### config.mk
export PLATFORM = sky130hd
export DESIGN_NAME = cds_top
export DESIGN_NICKNAME = d
export VERILOG_FILES = /design/src/hw/cds_pkg.sv /design/src/hw/cds_top.sv
export SDC_FILE = /design/constraint.sdc
export NUM_CORES = 1
export LEC_CHECK = 0
export BUFFER_PORTS_ARGS = -buffer_cell sky130_fd_sc_hd__buf_2
export CAP_MARGIN = 20
export CORE_MARGIN = 3
export CORE_UTILIZATION = 55
export CTS_CLUSTER_DIAMETER = 60
export DETAILED_ROUTE_END_ITERATION = 12
export PLACE_DENSITY_LB_ADDON = 0.25
export SLEW_MARGIN = 10
export SYNTH_ARGS = -nofsm -noshare
export SYNTH_HDL_FRONTEND = slang
export SYNTH_SLANG_ARGS = --single-unit
### constraint.sdc
create_clock -name core_clk_in -period 21.7 [get_ports core_clk_in]
set_input_delay 3.255 -clock core_clk_in [delete_from_list [all_inputs] [get_ports core_clk_in]]
set_output_delay 3.255 -clock core_clk_in [all_outputs]
set_load 0.005 [all_outputs]
### src/hw/cds_pkg.sv
package cds_pkg;
  // timebase
  localparam int unsigned CLK_PERIOD_NS = 40;
  localparam int unsigned MS_NS         = 1000000;
  localparam int unsigned MS_CYCLES_DEF = MS_NS / CLK_PERIOD_NS;
  localparam int unsigned MS_PER_S      = 1000;
  localparam int unsigned MAMS_PER_MAH  = 3600 * MS_PER_S;
  // register indices
  localparam logic [3:0] REG_CMD     = 4'h0;
  localparam logic [3:0] REG_CTRL    = 4'h1;
  localparam logic [3:0] REG_TERMVAL = 4'h2;
  localparam logic [3:0] REG_CHG_MV  = 4'h3;
  localparam logic [3:0] REG_CHG_MA  = 4'h4;
  localparam logic [3:0] REG_LOAD_HI = 4'h5;
  localparam logic [3:0] REG_LOAD_LO = 4'h6;
  localparam logic [3:0] REG_POWER   = 4'h7;
  localparam logic [3:0] REG_PERIOD  = 4'h8;
  localparam logic [3:0] REG_DUTY    = 4'h9;
  localparam logic [3:0] REG_STATUS  = 4'hA;
  localparam logic [3:0] REG_SECONDS = 4'hB;
  localparam logic [3:0] REG_PASSED  = 4'hC;
  // control subcommands
  localparam logic [15:0] SUB_CONNECT    = 16'h0001;
  localparam logic [15:0] SUB_DISCONNECT = 16'h0002;
  localparam logic [15:0] SUB_RESET      = 16'h0003;
  // control register bit positions
  localparam int unsigned CTL_START    = 0;
  localparam int unsigned CTL_STOP     = 1;
  localparam int unsigned CTL_OP_LSB   = 2;
  localparam int unsigned CTL_SCRIPT   = 4;
  localparam int unsigned CTL_TERM_LSB = 5;
  // operation kinds
  typedef enum logic [1:0] {
    OP_CHARGE  = 2'h0,
    OP_CONST_I = 2'h1,
    OP_CONST_P = 2'h2,
    OP_PULSED  = 2'h3
  } cds_op_t;
  // sequencer states, gray along idle-charge-discharge
  typedef enum logic [1:0] {
    ST_IDLE   = 2'h0,
    ST_CHARGE = 2'h1,
    ST_DISCH  = 2'h3
  } cds_state_t;
  // termination selections
  localparam logic [2:0] TERM_LEVEL    = 3'h0;
  localparam logic [2:0] TERM_PERCENT  = 3'h1;
  localparam logic [2:0] TERM_CAPACITY = 3'h2;
  localparam logic [2:0] TERM_PASSED   = 3'h3;
  localparam logic [2:0] TERM_TIME     = 3'h4;
  localparam logic [2:0] TERM_FLAG_A   = 3'h5;
  localparam logic [2:0] TERM_FLAG_B   = 3'h6;
  // end causes
  localparam logic [1:0] END_NONE  = 2'h0;
  localparam logic [1:0] END_TERM  = 2'h1;
  localparam logic [1:0] END_STOP  = 2'h2;
  localparam logic [1:0] END_ABORT = 2'h3;
  // reset values
  localparam logic [15:0] CHG_MV_RST  = 16'h1068;
  localparam logic [15:0] CHG_MA_RST  = 16'h0200;
  localparam logic [15:0] LOAD_HI_RST = 16'h01F4;
  localparam logic [15:0] LOAD_LO_RST = 16'h0064;
  localparam logic [15:0] POWER_RST   = 16'h03E8;
  localparam logic [15:0] PERIOD_RST  = 16'h01F4;
  localparam logic [6:0]  DUTY_RST    = 7'h32;
  // legal ranges
  localparam logic [15:0] CHG_MA_MIN = 16'h0069;
  localparam logic [15:0] CHG_MA_MAX = 16'h07D0;
  localparam logic [15:0] CHG_MV_MIN = 16'h0DB0;
  localparam logic [15:0] CHG_MV_MAX = 16'h1130;
  localparam logic [15:0] LOAD_MIN   = 16'h0005;
  localparam logic [15:0] LOAD_MAX   = 16'h07D0;
  localparam logic [15:0] PERIOD_MIN = 16'h0032;
  localparam logic [15:0] PERIOD_MAX = 16'hAFC8;
  localparam logic [6:0]  DUTY_MIN   = 7'h0A;
  localparam logic [6:0]  DUTY_MAX   = 7'h5A;
  localparam logic [6:0]  PCT_FULL   = 7'h64;
endpackage

### src/hw/cds_top.sv
// Strobed register access and the register offsets were chosen for this implementation.
`timescale 1ns/1ps
`default_nettype none
module cds_top
  import cds_pkg::*;
#(
  parameter int unsigned MS_CYCLES = MS_CYCLES_DEF
) (
  // clock and reset
  input  wire logic        core_clk_in,
  input  wire logic        srst_in,
  // register port
  input  wire logic [3:0]  addr_in,
  input  wire logic [15:0] wdata_in,
  input  wire logic        wr_en_in,
  input  wire logic        rd_en_in,
  output logic      [15:0] rdata_out,
  // gauge readings
  input  wire logic        gauge_valid_in,
  input  wire logic [15:0] reported_mean_current_in,
  input  wire logic [15:0] reported_voltage_in,
  input  wire logic [15:0] reported_charge_percent_in,
  input  wire logic [15:0] reported_capacity_left_in,
  input  wire logic        full_charge_flag_in,
  input  wire logic        soc_threshold_one_flag_in,
  input  wire logic        soc_final_flag_in,
  // board controls
  output logic             battery_connected_out,
  output logic             charger_enable_out,
  output logic      [15:0] charge_voltage_out,
  output logic      [15:0] charge_current_out,
  output logic             load_enable_out,
  output logic      [15:0] load_current_out,
  output logic             power_mode_out,
  output logic      [15:0] load_power_out
);

  // refuse a millisecond divider that the counter cannot hold
  if (MS_CYCLES < 2 || MS_CYCLES > 65536) begin : g_bad_ms
    $error("MS_CYCLES out of range");
  end

  typedef struct packed {
    cds_state_t  st;
    cds_op_t     op;
    logic        connected;
    logic        scripted;
    logic        refused;
    logic        ended;
    logic [1:0]  cause;
    logic [2:0]  term;
    logic [15:0] term_val;
    logic [15:0] chg_mv;
    logic [15:0] chg_ma;
    logic [15:0] load_hi;
    logic [15:0] load_lo;
    logic [15:0] power_mw;
    logic [15:0] period;
    logic [6:0]  duty;
    logic [15:0] phase;
    logic [15:0] div;
    logic        tick;
    logic [9:0]  ms_cnt;
    logic [15:0] seconds;
    logic [21:0] acc;
    logic [15:0] passed;
    logic        chg_en;
    logic        load_en;
    logic        pmode;
    logic [15:0] load_ma;
    logic [15:0] rdata;
  } cds_regs_t;

  cds_regs_t r;
  cds_regs_t next_r;

  // values after reset and after the reset subcommand
  function automatic cds_regs_t cds_defaults();
    cds_regs_t d;
    d          = '0;
    d.chg_mv   = CHG_MV_RST;
    d.chg_ma   = CHG_MA_RST;
    d.load_hi  = LOAD_HI_RST;
    d.load_lo  = LOAD_LO_RST;
    d.power_mw = POWER_RST;
    d.period   = PERIOD_RST;
    d.duty     = DUTY_RST;
    return d;
  endfunction

  logic        busy;
  logic        eval;
  logic        hit;
  logic        legal;
  logic        wr_ctrl;
  logic [1:0]  w_op;
  logic [2:0]  w_term;
  logic [15:0] mag;
  logic [21:0] sum;
  logic [22:0] hi_lim;
  logic [22:0] ph_pct;

  // next-state logic
  always_comb begin
    next_r     = r;
    next_r.tick = 1'b0;
    busy       = (r.st != ST_IDLE);
    eval       = gauge_valid_in | r.tick;
    wr_ctrl    = wr_en_in && (addr_in == REG_CTRL);
    w_op       = wdata_in[CTL_OP_LSB +: 2];
    w_term     = wdata_in[CTL_TERM_LSB +: 3];
    mag        = reported_mean_current_in[15] ? 16'(-reported_mean_current_in)
                                              : reported_mean_current_in;
    sum        = r.acc + 22'(mag);
    hi_lim     = 23'(r.period) * 23'(r.duty);
    ph_pct     = 23'(r.phase) * 23'(PCT_FULL);
    hit        = 1'b0;
    legal      = 1'b0;

    // millisecond timebase
    if (r.div == 16'(MS_CYCLES - 1)) begin
      next_r.div  = '0;
      next_r.tick = 1'b1;
    end else begin
      next_r.div = r.div + 16'h0001;
    end

    // elapsed time, pulse phase and passed charge while running
    if (busy && r.tick) begin
      if (r.ms_cnt == 10'(MS_PER_S - 1)) begin
        next_r.ms_cnt  = '0;
        next_r.seconds = r.seconds + 16'h0001;
      end else begin
        next_r.ms_cnt = r.ms_cnt + 10'h001;
      end
      if (r.phase >= r.period - 16'h0001) begin
        next_r.phase = '0;
      end else begin
        next_r.phase = r.phase + 16'h0001;
      end
      if (sum >= 22'(MAMS_PER_MAH)) begin
        next_r.acc    = sum - 22'(MAMS_PER_MAH);
        next_r.passed = r.passed + 16'h0001;
      end else begin
        next_r.acc = sum;
      end
    end

    // termination judgement
    case (r.st)
      ST_CHARGE: begin
        case (r.term)
          TERM_LEVEL:    hit = $signed(reported_mean_current_in) >= $signed(r.term_val);
          TERM_PERCENT:  hit = reported_charge_percent_in >= r.term_val;
          TERM_CAPACITY: hit = reported_capacity_left_in >= r.term_val;
          TERM_PASSED:   hit = r.passed >= r.term_val;
          TERM_TIME:     hit = r.seconds >= r.term_val;
          TERM_FLAG_A:   hit = full_charge_flag_in;
          default:       hit = 1'b1;
        endcase
      end
      ST_DISCH: begin
        case (r.term)
          TERM_LEVEL:    hit = reported_voltage_in <= r.term_val;
          TERM_PERCENT:  hit = reported_charge_percent_in <= r.term_val;
          TERM_CAPACITY: hit = reported_capacity_left_in <= r.term_val;
          TERM_PASSED:   hit = r.passed >= r.term_val;
          TERM_TIME:     hit = r.seconds >= r.term_val;
          TERM_FLAG_A:   hit = soc_threshold_one_flag_in;
          TERM_FLAG_B:   hit = soc_final_flag_in;
          default:       hit = 1'b1;
        endcase
      end
      default: hit = 1'b0;
    endcase
    if (busy && eval && hit) begin
      next_r.st    = ST_IDLE;
      next_r.ended = 1'b1;
      next_r.cause = END_TERM;
    end

    // setting writes, out-of-range values are dropped
    if (wr_en_in) begin
      if (addr_in == REG_TERMVAL) begin
        next_r.term_val = wdata_in;
      end else if (addr_in == REG_CHG_MV) begin
        if (wdata_in >= CHG_MV_MIN && wdata_in <= CHG_MV_MAX) next_r.chg_mv = wdata_in;
      end else if (addr_in == REG_CHG_MA) begin
        if (wdata_in >= CHG_MA_MIN && wdata_in <= CHG_MA_MAX) next_r.chg_ma = wdata_in;
      end else if (addr_in == REG_LOAD_HI) begin
        if (wdata_in >= LOAD_MIN && wdata_in <= LOAD_MAX) next_r.load_hi = wdata_in;
      end else if (addr_in == REG_LOAD_LO) begin
        if (wdata_in >= LOAD_MIN && wdata_in <= LOAD_MAX) next_r.load_lo = wdata_in;
      end else if (addr_in == REG_POWER) begin
        next_r.power_mw = wdata_in;
      end else if (addr_in == REG_PERIOD) begin
        if (wdata_in >= PERIOD_MIN && wdata_in <= PERIOD_MAX) next_r.period = wdata_in;
      end else if (addr_in == REG_DUTY) begin
        if (wdata_in[15:7] == '0 && wdata_in[6:0] >= DUTY_MIN && wdata_in[6:0] <= DUTY_MAX) begin
          next_r.duty = wdata_in[6:0];
        end
      end
    end

    // start and stop, manual or scripted
    legal = (w_term <= ((w_op == OP_CHARGE) ? TERM_FLAG_A : TERM_FLAG_B)) &&
            (wdata_in[CTL_SCRIPT] || !((w_term == TERM_PASSED) || (w_term == TERM_FLAG_B) ||
             ((w_op != OP_CHARGE) && (w_term == TERM_FLAG_A))));
    if (wr_ctrl && wdata_in[CTL_STOP] && busy) begin
      next_r.st    = ST_IDLE;
      next_r.ended = 1'b1;
      next_r.cause = END_STOP;
    end else if (wr_ctrl && wdata_in[CTL_START]) begin
      if (r.connected && !busy && legal) begin
        next_r.st       = (w_op == OP_CHARGE) ? ST_CHARGE : ST_DISCH;
        next_r.op       = cds_op_t'(w_op);
        next_r.scripted = wdata_in[CTL_SCRIPT];
        next_r.term     = w_term;
        next_r.refused  = 1'b0;
        next_r.ended    = 1'b0;
        next_r.cause    = END_NONE;
        next_r.seconds  = '0;
        next_r.ms_cnt   = '0;
        next_r.phase    = '0;
        next_r.acc      = '0;
        next_r.passed   = '0;
      end else begin
        next_r.refused = 1'b1;
      end
    end

    // control subcommands
    if (wr_en_in && addr_in == REG_CMD) begin
      if (wdata_in == SUB_CONNECT) begin
        next_r.connected = 1'b1;
      end else if (wdata_in == SUB_DISCONNECT) begin
        next_r.connected = 1'b0;
        if (busy) begin
          next_r.st    = ST_IDLE;
          next_r.ended = 1'b1;
          next_r.cause = END_ABORT;
        end
      end else if (wdata_in == SUB_RESET) begin
        next_r = cds_defaults();
      end
    end

    // board drive, all off when idle
    next_r.chg_en  = (next_r.st == ST_CHARGE);
    next_r.load_en = (next_r.st == ST_DISCH);
    next_r.pmode   = next_r.load_en && (next_r.op == OP_CONST_P);
    ph_pct         = 23'(next_r.phase) * 23'(PCT_FULL);
    hi_lim         = 23'(next_r.period) * 23'(next_r.duty);
    if (!next_r.load_en || next_r.op == OP_CONST_P) begin
      next_r.load_ma = '0;
    end else if (next_r.op == OP_PULSED) begin
      next_r.load_ma = (ph_pct < hi_lim) ? next_r.load_hi : next_r.load_lo;
    end else begin
      next_r.load_ma = next_r.load_hi;
    end

    // read data, present only in the cycle after the strobe
    next_r.rdata = '0;
    if (rd_en_in) begin
      if (addr_in == REG_CTRL) begin
        next_r.rdata = 16'({r.term, r.scripted, r.op, 2'h0});
      end else if (addr_in == REG_TERMVAL) begin
        next_r.rdata = r.term_val;
      end else if (addr_in == REG_CHG_MV) begin
        next_r.rdata = r.chg_mv;
      end else if (addr_in == REG_CHG_MA) begin
        next_r.rdata = r.chg_ma;
      end else if (addr_in == REG_LOAD_HI) begin
        next_r.rdata = r.load_hi;
      end else if (addr_in == REG_LOAD_LO) begin
        next_r.rdata = r.load_lo;
      end else if (addr_in == REG_POWER) begin
        next_r.rdata = r.power_mw;
      end else if (addr_in == REG_PERIOD) begin
        next_r.rdata = r.period;
      end else if (addr_in == REG_DUTY) begin
        next_r.rdata = 16'(r.duty);
      end else if (addr_in == REG_STATUS) begin
        next_r.rdata = 16'({r.op, r.cause, r.ended, r.refused, busy, r.connected});
      end else if (addr_in == REG_SECONDS) begin
        next_r.rdata = r.seconds;
      end else if (addr_in == REG_PASSED) begin
        next_r.rdata = r.passed;
      end
    end
  end

  // state register
  always_ff @(posedge core_clk_in) begin
    if (srst_in) begin
      r <= cds_defaults();
    end else begin
      r <= next_r;
    end
  end

  // outputs from flops
  assign rdata_out             = r.rdata;
  assign battery_connected_out = r.connected;
  assign charger_enable_out    = r.chg_en;
  assign charge_voltage_out    = r.chg_mv;
  assign charge_current_out    = r.chg_ma;
  assign load_enable_out       = r.load_en;
  assign load_current_out      = r.load_ma;
  assign power_mode_out        = r.pmode;
  assign load_power_out        = r.power_mw;
endmodule
`default_nettype wire

Word level (Yosys, flattened, before mapping)
Cells that the tools add are included.

cells by class
  order comparisons = 21
  muxes and demuxes = 83
  multipliers = 2
  reduce and logical (&&, ||, !) cells = 37
  bitwise gates (word level) = 2
  eq/ne operators = 32
  $add $sub $neg = 9

operators with widths
  operator                number
  $mux 16                 34
  $mux 264                2
  $mux 259                1
  $mux 64                 4
  $mux 254                1
  $mux 119                1
  $mux 103                1
  $ge 16x16->1            6
  $mux 87                 1
  $mux 71                 1
  $add 16x1->16 const B   4
  $mux 55                 1
  $le 16x16->1            3
  $mux 39                 1
  $eq 16x2->1 const B     2
  $lt 23x23->1            1
  $mul 16x7->23           1
  $mux 23                 1
  $add 22x16->22          1
  $ge 22x22->1 const B    1
  $mux 22                 1
  $sub 22x22->22 const B  1
  $mul 16x5->21 const B   1
  $mux 7                  3
  49 further kinds        112

storage, ports and cells
  input bits = 92
  output and inout port bits = 84
  word-level logic and storage cells = 215
  register bits after elaboration = 264

Depth between registers and ports, before layout
Gate-level depths: netlist of the first run.

  depth in word-level cells = 21
  depth in mapped cells = 45
  gate-level depth less buffers = 43

Worst setup path after synthesis of the first run
Ideal clock, no wire load.

  path kind = input-to-reg
  from = in wdata_in[12]
  to = reg r, in the netlist load_current_out[0]
  data required time = 21.564 ns
  stages on the path = 34
  data arrival time = 11.398 ns
  library setup time = 0.136 ns
  buffers on the path = 4
  slack = 10.166 ns
  cell sequence = buf_6 > or4_1 > or4_1 > buf_2 > o2111a_1 > buf_1 > buf_1 > a21oi_1 > or3_1 > fa_1 > fa_1 > inv_1 > fa_1 > inv_1 > fa_1 > inv_1 > ha_1 > a21boi_0 > o21ai_0 > a21oi_1 > nand4_1 > a41o_1 > o21ai_0 > a41oi_1 > a21oi_1 > xnor2_1 > ha_1 > nand4_1 > nor4_1 > o21ai_2 > a21oi_2 > or2b_1 > o22ai_1 > nor3_1

on the way
  cells in the longest elaborated chain, start to end = 21
  elaborated cells on any way between the ends = 46
  those cells by class = mul: 2; order compare: 5; eq/ne: 6; mux: 25; reduce/logical: 8

RTL lines
  element                                                               RTL line        text
  start: declaration                                                    cds_top.sv:14   input wire logic [15:0] wdata_in,
  parallel branches: the longest is 16 deep, another holds $ge 16x6->1  n/a
  $mux 264 *                                                            cds_top.sv:233  if (wr_en_in && addr_in == REG_CMD) begin
  $mul 16x7->23                                                         cds_top.sv:253  hi_lim = 23'(next_r.period) * 23'(next_r.duty);
  $lt 23x23->1                                                          cds_top.sv:257  next_r.load_ma = (ph_pct < hi_lim) ? next_r.load_hi : next_r.load_lo;
  $mux 16                                                               cds_top.sv:257
  $mux 16                                                               cds_top.sv:256  end else if (next_r.op == OP_PULSED) begin
  end signal: assignment                                                cds_top.sv:296  r <= cds_defaults();
  end signal: assignment                                                cds_top.sv:298  r <= next_r;
  end: declaration                                                      cds_top.sv:74   cds_regs_t r;

Mark *: on every way between the ends. The select of a mux whose other input is x is not followed.
A chain may end at the register's enable or synchronous reset.

Final worst setup path of the first run
  from = in wdata_in[12]
  to = reg r, in the netlist load_current_out[1]

Same word-level chain as after synthesis.

==> metrics.md, run 1 <==
| Metric | Value |
|---|---|
| Num ports | `176` |
| Post-synth top area cell | `dfxtp_1` |
| Net Count, Synth | `3048` |
| Max_cap viols | `0` |
| Clk pin slew, worst setup/hold paths | `0.06 ns` |
| CP required | `22.20 ns` |
| CTS tree | `yes` |
| Max-slew headroom | `39.20%` |
| TNS Setup | `0 ns` |
| DRT antenna net count | `0` |
| Nets@finish | `3088` |
| Fillers | `3468` |
| # hold bufs at CTS | `0` |
| CTS sink cnt | `264` |
| Drt total wl | `65860 um` |
| Peak supply drop | `0.00005906 V` |
| Worst path max stage delay | `0.74 ns` |
| ANT cells | `0` |
| CTS H-tree lvls | `1` |
| Crit path max-delay cell type | `and3_2` |
| Post-synth cell types | `82` |
| Drt drc | `0` |
| Drt first pass iters | `7` |
| Post-DR wirelength/cell | `20.59 um` |
| Mapped cell area | `21740 um^2` |
| Die area | `41960 um^2` |
| Crit Path Category | `in2reg` |
| Avg Inst Size Synth | `8.290 um^2` |
| Clock skew | `0.02271 ns` |
| Post-route insts no fill | `3198` |
| Synth warn | `0` |
| Share of cells above drive strength 1 | `11.60%` |
| Maximum clock rate | `0.08377 GHz` |
| Leak pwr | `0.01035 uW` |
| Busiest layer in global routing | `met2` |
| Crit. End Element | `register` |
| Delay-heaviest family, CP | `simple AND/OR/NAND/NOR gates` |
| Yosys top cell area share | `24.31%` |
| Global-route wire length before repair | `102800 um` |
| Startpoint Class | `primary input` |
| Met1 GRT Util | `41.66%` |
| Worst EP arrival | `12.44 ns` |
| Sequential area share after synthesis | `24.31%` |
| Worst-skew pair later-pin latency | `0.58 ns` |
| Vias per cell | `6.158` |
| Overflow after GRT | `0` |
| Placed Cells | `3148` |
| Cells after Synth | `2623` |
| Unrepaired setup endpoints after global routing | `false` |
| Largest net degree at the start of global routing | `73` |
| Top-count cell post-synth | `nor2_1` |
| Worst Path Max Fanout | `47` |
| Worst path bufs/invs | `4` |
| Num rows | `72` |
| Fin crit period | `11.94 ns` |
| Number of DRC markers in iteration 0 | `2173` |
| Met3 usage | `6.277%` |
| HPWL Detailed | `49950 um` |
| CTS root buffer | `clkbuf_16` |
| Synth-to-layout area growth | `7.291%` |
| GPL Wtd Cong | `0.9601` |
| Met2 usage | `48.84%` |
| Initial Util | `56.00%` |
| Final Setup Violations | `0` |
| Power Density | `48.52 nW/um^2` |
| Via count | `19693` |
| Ys async rst share | `0%` |
| Worst-margin pin slew | `0.9120 ns` |
| Synth Flop Type | `dfxtp_1` |
| Max clock buf depth | `3` |
| Fin. Hold Viols | `0` |
| Core area | `38830 um^2` |
| Outcome | `finished, final reports clean` |
| Post-CTS Repair Setup Buffers | `0` |
| Main area contributors after synthesis | `dfxtp_1, ha_1, fa_1` |
| Initial antenna violation count | `0` |
| Die Span X | `204.8 um` |
| Post-synth EDFFs | `0` |
| Inserted Clock Buffers | `31` |
| PortBufs | `175` |
| Overall routing resource usage | `30.64%` |
| Die Height | `204.8 um` |
| Min-delay worst type | `reg2reg` |
| Post-CTS Resized | `0` |
| Synth cell count leaders | `nor2_1, dfxtp_1, ha_1, nand2_1, a21oi_1` |
| Final count of pins violating max slew | `0` |
| Seq cells post-synth | `264` |
| Period utilisation layout | `55.01%` |
| Number of global-route vias before repair | `18917` |
| Most used cell, CP | `fa_1` |
## state kept, by name (all words and copies together) (netlist names)
name                   flops
r                        180
charger_enable_out         1
load_enable_out            1
load_current_out          16
battery_connected_out      1
load_power_out            16
power_mode_out             1
rdata_out                 16
charge_voltage_out        16
charge_current_out        16
## per-stage QoR
step           hold WS, ns  util [%]  worst slack (ns)  instance area, um^2  total power (uW)
2_1_floorplan       0.4175         -             10.17                21740             603.2
3_3_place_gp        0.4317     57.63             9.299                22380             641.1
3_5_place_dp        0.4439     57.63             9.170                22380             645.8
4_1_cts             0.4521     60.09             9.756                23330              1134
5_1_grt             0.4700     60.09             9.078                23330              1171
6_report            0.4538     60.09             9.763                23330              1132
## metal layers
metal  up-vias  share of wire (%)
met5         -                  0
met3       147                9.9
li1       9258                  -
met1      9414                 42
met2       874                 45
met4         0                3.5
## path summary, 6_finish.rpt
path                start                   to  slack, ns  depth (start not counted)
min                r[100]               r[100]       0.45                          1
max reg2reg        r[143]  load_current_out[1]      11.94                         41
min reg2reg        r[100]               r[100]       0.45                          1
max          wdata_in[12]  load_current_out[1]       9.76                         32
## layout by cell type, fill, tap and decap left out, types with 75 or more instances in the layout
cell,n
nand2_1,238
nor2_1,274
ha_1,252
xnor2_1,86
fa_1,81
nor3_1,75
buf_2,175
inv_1,143
o21ai_0,90
dfxtp_1,264
a21oi_1,166
## cell families (layout without fill, tap and decap cells)
group | after synthesis | after routing | synth area share [%]
xor+xnor | 141 | 141 | 5.679
buf+inv | 340 | 397 | 7.762
mux | 73 | 73 | 3.481
simple gates | 947 | 947 | 20.99
compound gates | 525 | 525 | 15.83
flops | 264 | 264 | 24.31
fa+ha+maj | 333 | 333 | 21.96
## report_power, final
group	leakage (uW)	switching (uW)	total [uW]	internal, uW
clock	0.000470	207	494	286
sequential	0.00213	2.66	490	487
combinational	0.00775	92.0	148	56.5
total	0.0104	302	1130	830
## worst reg2reg max path, delay by kind of cell (launching register included)
family / cells / cell delay, ns
AOI/OAI and AO/OA: 17 / 3.81
and+or+nand+nor: 14 / 2.52
adders and majority gates: 6 / 2.06
DFF: 1 / 0.37
muxes: 1 / 0.36
xor gates and xnor gates: 2 / 0.34
buffers and inverters: 1 / 0.23
## layout make-up
class	count	area [um^2]	area share [%]
flip-flops and latches	264	5285	22.65
well taps	518	648.1	2.778
clock inverters	7	52.55	0.2252
inverters	143	536.8	2.301
multi-input cells	2019	14810	63.49
repair buffers	204	1094	4.687
clock buffers	43	900.9	3.861
Note: power is estimated with default switching activity, not from simulation.
==> inputs of run 2 (changes only) <==
==> constraint.sdc (replaced) <==
create_clock -name core_clk_in -period 12.5 [get_ports core_clk_in]
set_input_delay 1.875 -clock core_clk_in [delete_from_list [all_inputs] [get_ports core_clk_in]]
set_output_delay 1.875 -clock core_clk_in [all_outputs]
set_load 0.005 [all_outputs]
==> run 2 against run 1 <==
Hold slack improved by 0.0016 ns. Setup slack got worse by 8.2 ns. Die area did not move. Clock skew fell by 0.0061 ns. Cell area rose by 0.33%. Critical path depth rose by 1. Critical path type unchanged. Critical endpoint is now load_current_out[3]. Largest cell class unchanged. Largest power group unchanged.
==> metrics.md, run 2 (synthesized netlist as in run 1, its figures left out) <==
| Metric | Value |
|---|---|
| Outcome | `finished, final reports clean` |
| CTS root buffer | `clkbuf_16` |
| Global-route wire length before repair | `102100 um (-0.66%)` |
| Num rows | `72 (unchanged)` |
| Clk pin slew, worst setup/hold paths | `0.06 ns (about the same)` |
| CTS tree | `yes` |
| Top reg by flops | `r` |
| Hold Path Origin | `r[245]` |
| Final Setup Violations | `0 (unchanged)` |
| Die Height | `204.8 um (unchanged)` |
| HPWL Detailed | `49690 um (-0.53%)` |
| Switching share of power | `26.85% (+0.18 points)` |
| Largest net degree at the start of global routing | `51 (-30%)` |
| Power Density | `86.62 nW/um^2 (+79%)` |
| Die area | `41960 um^2 (unchanged)` |
| Overall routing resource usage | `30.39% (-0.25 points)` |
| Number of global-route vias before repair | `18846 (-0.38%)` |
| FF-to-FF setup slack | `2.43 ns (-9.51 ns)` |
| Maximum clock rate | `0.09121 GHz` |
| Placed Cells | `3146 (-0.064%)` |
| Most used cell, CP | `nor3_1` |
| Startpoint Class | `primary input` |
| Peak supply drop | `0.0001145 V (+94%)` |
| Nets@finish | `3086 (-0.065%)` |
| Post-CTS Resized | `0 (unchanged)` |
| Delay-heaviest family, CP | `simple AND/OR/NAND/NOR gates` |
| Post-DR wirelength/cell | `20.49 um (-0.52%)` |
| Clock power share | `45.4% (+1.8 points)` |
| Fin. Hold Viols | `0 (unchanged)` |
| Hold path endpoint | `r[245]` |
| Worst path bufs/invs | `4 (unchanged)` |
| DRT antenna net count | `0 (unchanged)` |
| Post-layout util | `60.28% (+0.20 points)` |
| Worst r2r src | `r[143]` |
| Share of cells above drive strength 1 | `11.85% (+0.24 points)` |
| Number of DRC markers in iteration 0 | `1945 (-10%)` |
| CTS H-tree lvls | `1 (unchanged)` |
| Fin crit period | `10.96 ns` |
| Sequential Power Share | `41.9% (-1.4 points)` |
| ANT cells | `0 (unchanged)` |
| Int Pwr | `1483 uW (+79%)` |
| Via count | `19645 (-0.24%)` |
| Vias per cell | `6.135 (-0.37%)` |
| GPL Wtd Cong | `0.9769 (+1.7%)` |
| Hold path depth | `2 (+1)` |
| Leak pwr | `0.01038 uW (+0.30%)` |
| Clock skew | `0.01656 ns (-0.006149 ns)` |
| TNS Setup | `0 ns (unchanged)` |
| Max clock buf depth | `3 (unchanged)` |
| Core area | `38830 um^2 (unchanged)` |
| Min-delay worst type | `reg2reg` |
| Sw power | `544.4 uW (+80%)` |
| Final count of pins violating max slew | `0 (unchanged)` |
| Overflow after GRT | `0 (unchanged)` |
| Crit Path Category | `in2reg` |
| Inserted Clock Buffers | `31 (unchanged)` |
| Unrepaired setup endpoints after global routing | `false` |
| Initial Util | `56.00% (unchanged)` |
| Max-slew headroom | `22.55% (-17 points)` |
| Drt drc | `0 (unchanged)` |
| Synth-to-layout area growth | `7.641%` |
| Worst path max stage delay | `0.71 ns (-0.03 ns)` |
| Commonest cells after routing, fill and taps aside | `nor2_1, dfxtp_1, ha_1` |
| # hold bufs at CTS | `0 (unchanged)` |
| Num ports | `176 (unchanged)` |
| Worst EP arrival | `11.42 ns (-1.02 ns)` |
| Reg2reg end | `load_current_out[3]` |
| CP required | `12.95 ns (-9.25 ns)` |
| CTS sink cnt | `264 (unchanged)` |
| Initial antenna violation count | `0 (unchanged)` |
| Die Span X | `204.8 um (unchanged)` |
| Drt first pass iters | `7 (unchanged)` |
| Worst-margin pin slew | `1.158 ns (+0.2455 ns)` |
| Leading cell type in the layout, fill and taps excluded | `nor2_1` |
| Final instance area | `23410 um^2 (+0.33%)` |
| Post-CTS Repair Setup Buffers | `0 (unchanged)` |
| Crit. End Element | `register` |
| Worst-skew pair later-pin latency | `0.58 ns (about the same)` |
| Drt total wl | `65600 um (-0.39%)` |
| Worst Path Max Fanout | `20 (-57%)` |
| Max_cap viols | `0 (unchanged)` |
| Logic pwr share | `12.7% (-0.4 points)` |
| Flip-flop count of the largest register after layout | `180 (unchanged)` |
| PortBufs | `175 (unchanged)` |
| Worst reg-to-reg path cell count | `43 (+4.9%)` |
| Period utilisation layout | `87.71%` |
| Area after DPL | `22360 um^2 (about the same)` |
| Crit path max-delay cell type | `mux2i_1` |
| Fillers | `3457 (-0.32%)` |
| Post-route insts no fill | `3202 (+0.13%)` |
[run 2: worst max path at each step]
stage                      start                    to  slack [ns]  cells after the start
global placement    wdata_in[12]  load_current_out[10]        1.40                     33
finish              wdata_in[12]   load_current_out[3]        1.54                     33
global route        wdata_in[12]   load_current_out[3]        0.99                     33
floorplan           wdata_in[12]   load_current_out[0]        2.35                     34
CTS                 wdata_in[12]   load_current_out[3]        1.75                     33
detailed placement  wdata_in[12]   load_current_out[3]        1.19                     33
[run 2: worst min-delay path, delay by kind of cell, from the launching register on]
kind             cells  cell delay (ns)
flip-flops           1             0.31
AO/OA/AOI/OAI        1             0.05
AND/OR/NAND/NOR      1             0.05
[run 2: layer usage]
layer / track usage, % / vias to the layer above / part of all wire (%)
met5: 0 / - / 0
met4: 9.806 / 0 / 3.7
met3: 7.453 / 171 / 11
met2: 48.88 / 932 / 45
met1: 40.23 / 9281 / 41
li1: - / 9261 / -
[run 2: through the flow]
stage	total power (uW)	worst slack (ns)	hold slack, ns
finish	2027	1.536	0.4554
global route	2094	0.9860	0.4811
CTS	2029	1.751	0.4549
detailed placement	1120	1.193	0.4399
global placement	1112	1.396	0.4319
floorplan	1047	2.346	0.4175
[run 2: final cells by class]
| cell class | instances | area (um^2) | share of cell area [%] |
|---|---|---|---|
| sequential | 264 | 5285 | 22.58 |
| clock buffer | 39 | 875.8 | 3.742 |
| tap | 518 | 648.1 | 2.769 |
| timing repair buffer | 202 | 1079 | 4.608 |
| inverter | 143 | 536.8 | 2.293 |
| clock inverter | 17 | 168.9 | 0.7217 |
| multi-input combinational | 2019 | 14810 | 63.29 |
[run 2: power by group through the flow]
stage | logic, uW | registers (uW) | clock network, uW
after CTS | 253 | 850 | 926
after floorplan | 180 | 867 | 0
final | 257 | 850 | 920
after global placement | 243 | 869 | 0
after detailed placement | 251 | 869 | 0
after global routing | 285 | 850 | 958
==> inputs of run 3 (changes only) <==
--- a/config.mk
+++ b/config.mk
@@ -5,9 +5,10 @@
 export SDC_FILE = /design/constraint.sdc
 export NUM_CORES = 1
 export LEC_CHECK = 0
+export ABC_AREA = 1
 export BUFFER_PORTS_ARGS = -buffer_cell sky130_fd_sc_hd__buf_2
 export CAP_MARGIN = 20
-export CORE_MARGIN = 3
+export CORE_MARGIN = 10
 export CORE_UTILIZATION = 55
 export CTS_CLUSTER_DIAMETER = 60
 export DETAILED_ROUTE_END_ITERATION = 12
==> run 3 against run 2 <==
Routed wire length rose by 9.7%. Cell area rose by 5.0%. Hold slack worse by 0.0034 ns. First-iteration DRC count increased by 18%. Die area is 18% higher. Setup slack better by 0.037 ns. Critical endpoint is now load_current_out[0]. Largest power group unchanged.
==> metrics.md, run 3 <==
| Metric | Value |
|---|---|
| Post-synthesis simple-gate area fraction | `26.55% (+5.6 points)` |
| Sequential area share after synthesis | `23.39% (-0.92 points)` |
| Largest net degree at the start of global routing | `66 (+29%)` |
| Crit path max-delay cell type | `nor2_2` |
| Share of cells above drive strength 1 | `9.746% (-2.1 points)` |
| Seq cells post-synth | `264 (unchanged)` |
| Post-CTS Resized | `0 (unchanged)` |
| Number of DRC markers in iteration 0 | `2288 (+18%)` |
| Avg Inst Size Synth | `6.952 um^2 (-16%)` |
| Number of global-route vias before repair | `21075 (+12%)` |
| TNS Setup | `0 ns (unchanged)` |
| CP required | `12.89 ns (-0.06 ns)` |
| Mapped cell area | `22600 um^2 (+3.9%)` |
| Via count | `22034 (+12%)` |
| Post-Synth XOR/XNOR Area | `4.264% (-1.4 points)` |
| Yosys top cell area share | `23.39% (-0.92 points)` |
| Peak supply drop | `0.00009699 V (-15%)` |
| Period utilisation layout | `87.41% (-0.30 points)` |
| CTS tree | `yes` |
| Cells after Synth | `3250 (+24%)` |
| Post-synthesis compound-gate area fraction | `12.65% (-3.2 points)` |
| Hold Path Origin | `r[100]` |
| Max_cap viols | `0 (unchanged)` |
| Startpoint Class | `primary input` |
| Post-CTS Repair Setup Buffers | `0 (unchanged)` |
| Overall routing resource usage | `28.12% (-2.3 points)` |
| Inserted Clock Buffers | `34 (+9.7%)` |
| Post-synth cell types | `55 (-33%)` |
| Global-route wire length before repair | `114100 um (+12%)` |
| Worst EP arrival | `11.31 ns (-0.11 ns)` |
| Post-DR wirelength/cell | `18.56 um (-9.4%)` |
| Min-delay worst type | `reg2reg` |
| Crit. End Element | `register` |
| Final Setup Violations | `0 (unchanged)` |
| Crit Path Category | `in2reg` |
| Drt drc | `0 (unchanged)` |
| Synth warn | `0 (unchanged)` |
| Net Count, Synth | `3675 (+21%)` |
| Post-synthesis mux area share | `0.1329% (-3.3 points)` |
| Synth Area in Adders | `21.13% (-0.83 points)` |
| CTS sink cnt | `264 (unchanged)` |
| Post-synth EDFFs | `0 (unchanged)` |
| Main area contributors after synthesis | `dfxtp_1, ha_1, nand2_1` |
| CTS root buffer | `clkbuf_16` |
| Worst r2r src | `r[139]` |
| Die area | `49590 um^2 (+18%)` |
| HPWL Detailed | `56110 um (+13%)` |
| Clk pin slew, worst setup/hold paths | `0.06 ns (about the same)` |
| Die Span X | `222.7 um (+8.7%)` |
| Commonest cells after routing, fill and taps aside | `nand2_1, inv_1, nor2_1` |
| PortBufs | `175 (unchanged)` |
| Top-count cell post-synth | `nand2_1` |
| Most used cell, CP | `nand2_1` |
| Worst Path Max Fanout | `22 (+10%)` |
| Drt first pass iters | `7 (unchanged)` |
| CTS H-tree lvls | `2 (+1)` |
| Power Density | `92.05 nW/um^2 (+6.3%)` |
| ANT cells | `0 (unchanged)` |
| Fin crit period | `10.93 ns (-0.03741 ns)` |
| Top reg by flops | `r` |
| Drt total wl | `71950 um (+9.7%)` |
| Num rows | `74 (+2.8%)` |
| Clock skew | `0.02016 ns (+0.003598 ns)` |
| Synth-to-layout area growth | `8.760%` |
| Core area | `40740 um^2 (+4.9%)` |
| Fin. Hold Viols | `0 (unchanged)` |
| Worst-margin pin slew | `1.084 ns (-0.07372 ns)` |
| Worst setup path startpoint | `addr_in[0]` |
| # hold bufs at CTS | `0 (unchanged)` |
| Unrepaired setup endpoints after global routing | `false` |
| Die Height | `222.7 um (+8.7%)` |
| Fillers | `3794 (+9.7%)` |
| Leak pwr | `0.01216 uW (+17%)` |
| Worst path max stage delay | `0.67 ns (-0.04 ns)` |
| Total power | `2262 uW (+12%)` |
| Flip-flop count of the largest register after layout | `180 (unchanged)` |
| Num ports | `176 (unchanged)` |
| Synth cell count leaders | `nand2_1, inv_1, nor2_1, dfxtp_1, ha_1` |
| Max-slew headroom | `27.48% (+4.9 points)` |
| Nets@finish | `3745 (+21%)` |
| Leading cell type in the layout, fill and taps excluded | `nand2_1` |
| Initial Util | `55.46% (-0.54 points)` |
| Post-synth top area cell | `dfxtp_1` |
| DRT antenna net count | `0 (unchanged)` |
| Final count of pins violating max slew | `0 (unchanged)` |
| Outcome | `finished, final reports clean` |
| Vias per cell | `5.683 (-7.4%)` |
| Maximum clock rate | `0.09152 GHz (+0.34%)` |
| Overflow after GRT | `0 (unchanged)` |
| Initial antenna violation count | `0 (unchanged)` |
| Ys async rst share | `0% (unchanged)` |
| Largest family of logic cells by synthesized area | `simple AND/OR/NAND/NOR gates` |
| Worst-skew pair later-pin latency | `0.55 ns (-0.03 ns)` |
| GPL Wtd Cong | `1.012 (+3.6%)` |
| Register area | `5285 um^2 (unchanged)` |
| Max clock buf depth | `3 (unchanged)` |
| Multi-input logic area | `14640 um^2 (-1.2%)` |
| Synth Flop Type | `dfxtp_1` |
## run 3: worst paths after layout
kind / to / slack (ns) / depth (start not counted)
hold / removal: r[100] / 0.45 / 1
setup reg to reg: load_current_out[0] / 3.35 / 42
hold reg to reg: r[100] / 0.45 / 1
setup / recovery: load_current_out[0] / 1.57 / 43
## run 3: stage by stage
stage / std cells / area, um^2 / util, % / hold WS (ns) / setup WS (ns)
6_report: 3877 / 24570 / 60.32 / 0.4521 / 1.574
5_1_grt: 3877 / 24570 / 60.32 / 0.4783 / 0.7651
4_1_cts: 3876 / 24560 / 60.29 / 0.4508 / 1.766
3_5_place_dp: 3815 / 23330 / 57.28 / 0.4436 / 1.229
3_3_place_gp: 3815 / 23330 / 57.28 / 0.4291 / 1.713
2_1_floorplan: 3250 / 22600 / - / 0.4175 / 3.721
## run 3: kinds of logic after synthesis
group	count (synthesis)
simple gates	1433
flops	264
mux	3
xor+xnor	107
fa+ha+maj	333
buf+inv	616
compound gates	494
## run 3: layout make-up
class / instances / area share (%)
timing repair buffer: 201 / 4.374
multi-input combinational: 2370 / 59.55
tap: 532 / 2.709
clock buffer: 46 / 4.058
clock inverter: 15 / 0.9419
inverter: 449 / 6.858
sequential: 264 / 21.51
## run 3: layer usage
layer | part of all wire, % | global-route usage, %
met2 | 45 | 45.34
met3 | 8.5 | 4.398
met4 | 3.2 | 9.438
met1 | 43 | 37.56
met5 | 0 | 0
## run 3: worst max-delay path: cells and delay by family
kind	cells	cell delay [ns]
AOI/OAI and AO/OA	9	1.79
adders and majority gates	6	2.64
buffers and inverters	7	0.80
and+or+nand+nor	21	4.19
## run 3: power breakdown
group          internal, uW  total (uW)  switching, uW
registers               846         850           3.56
clock network           653        1070            415
logic                   119         344            225
total                  1620        2260            644
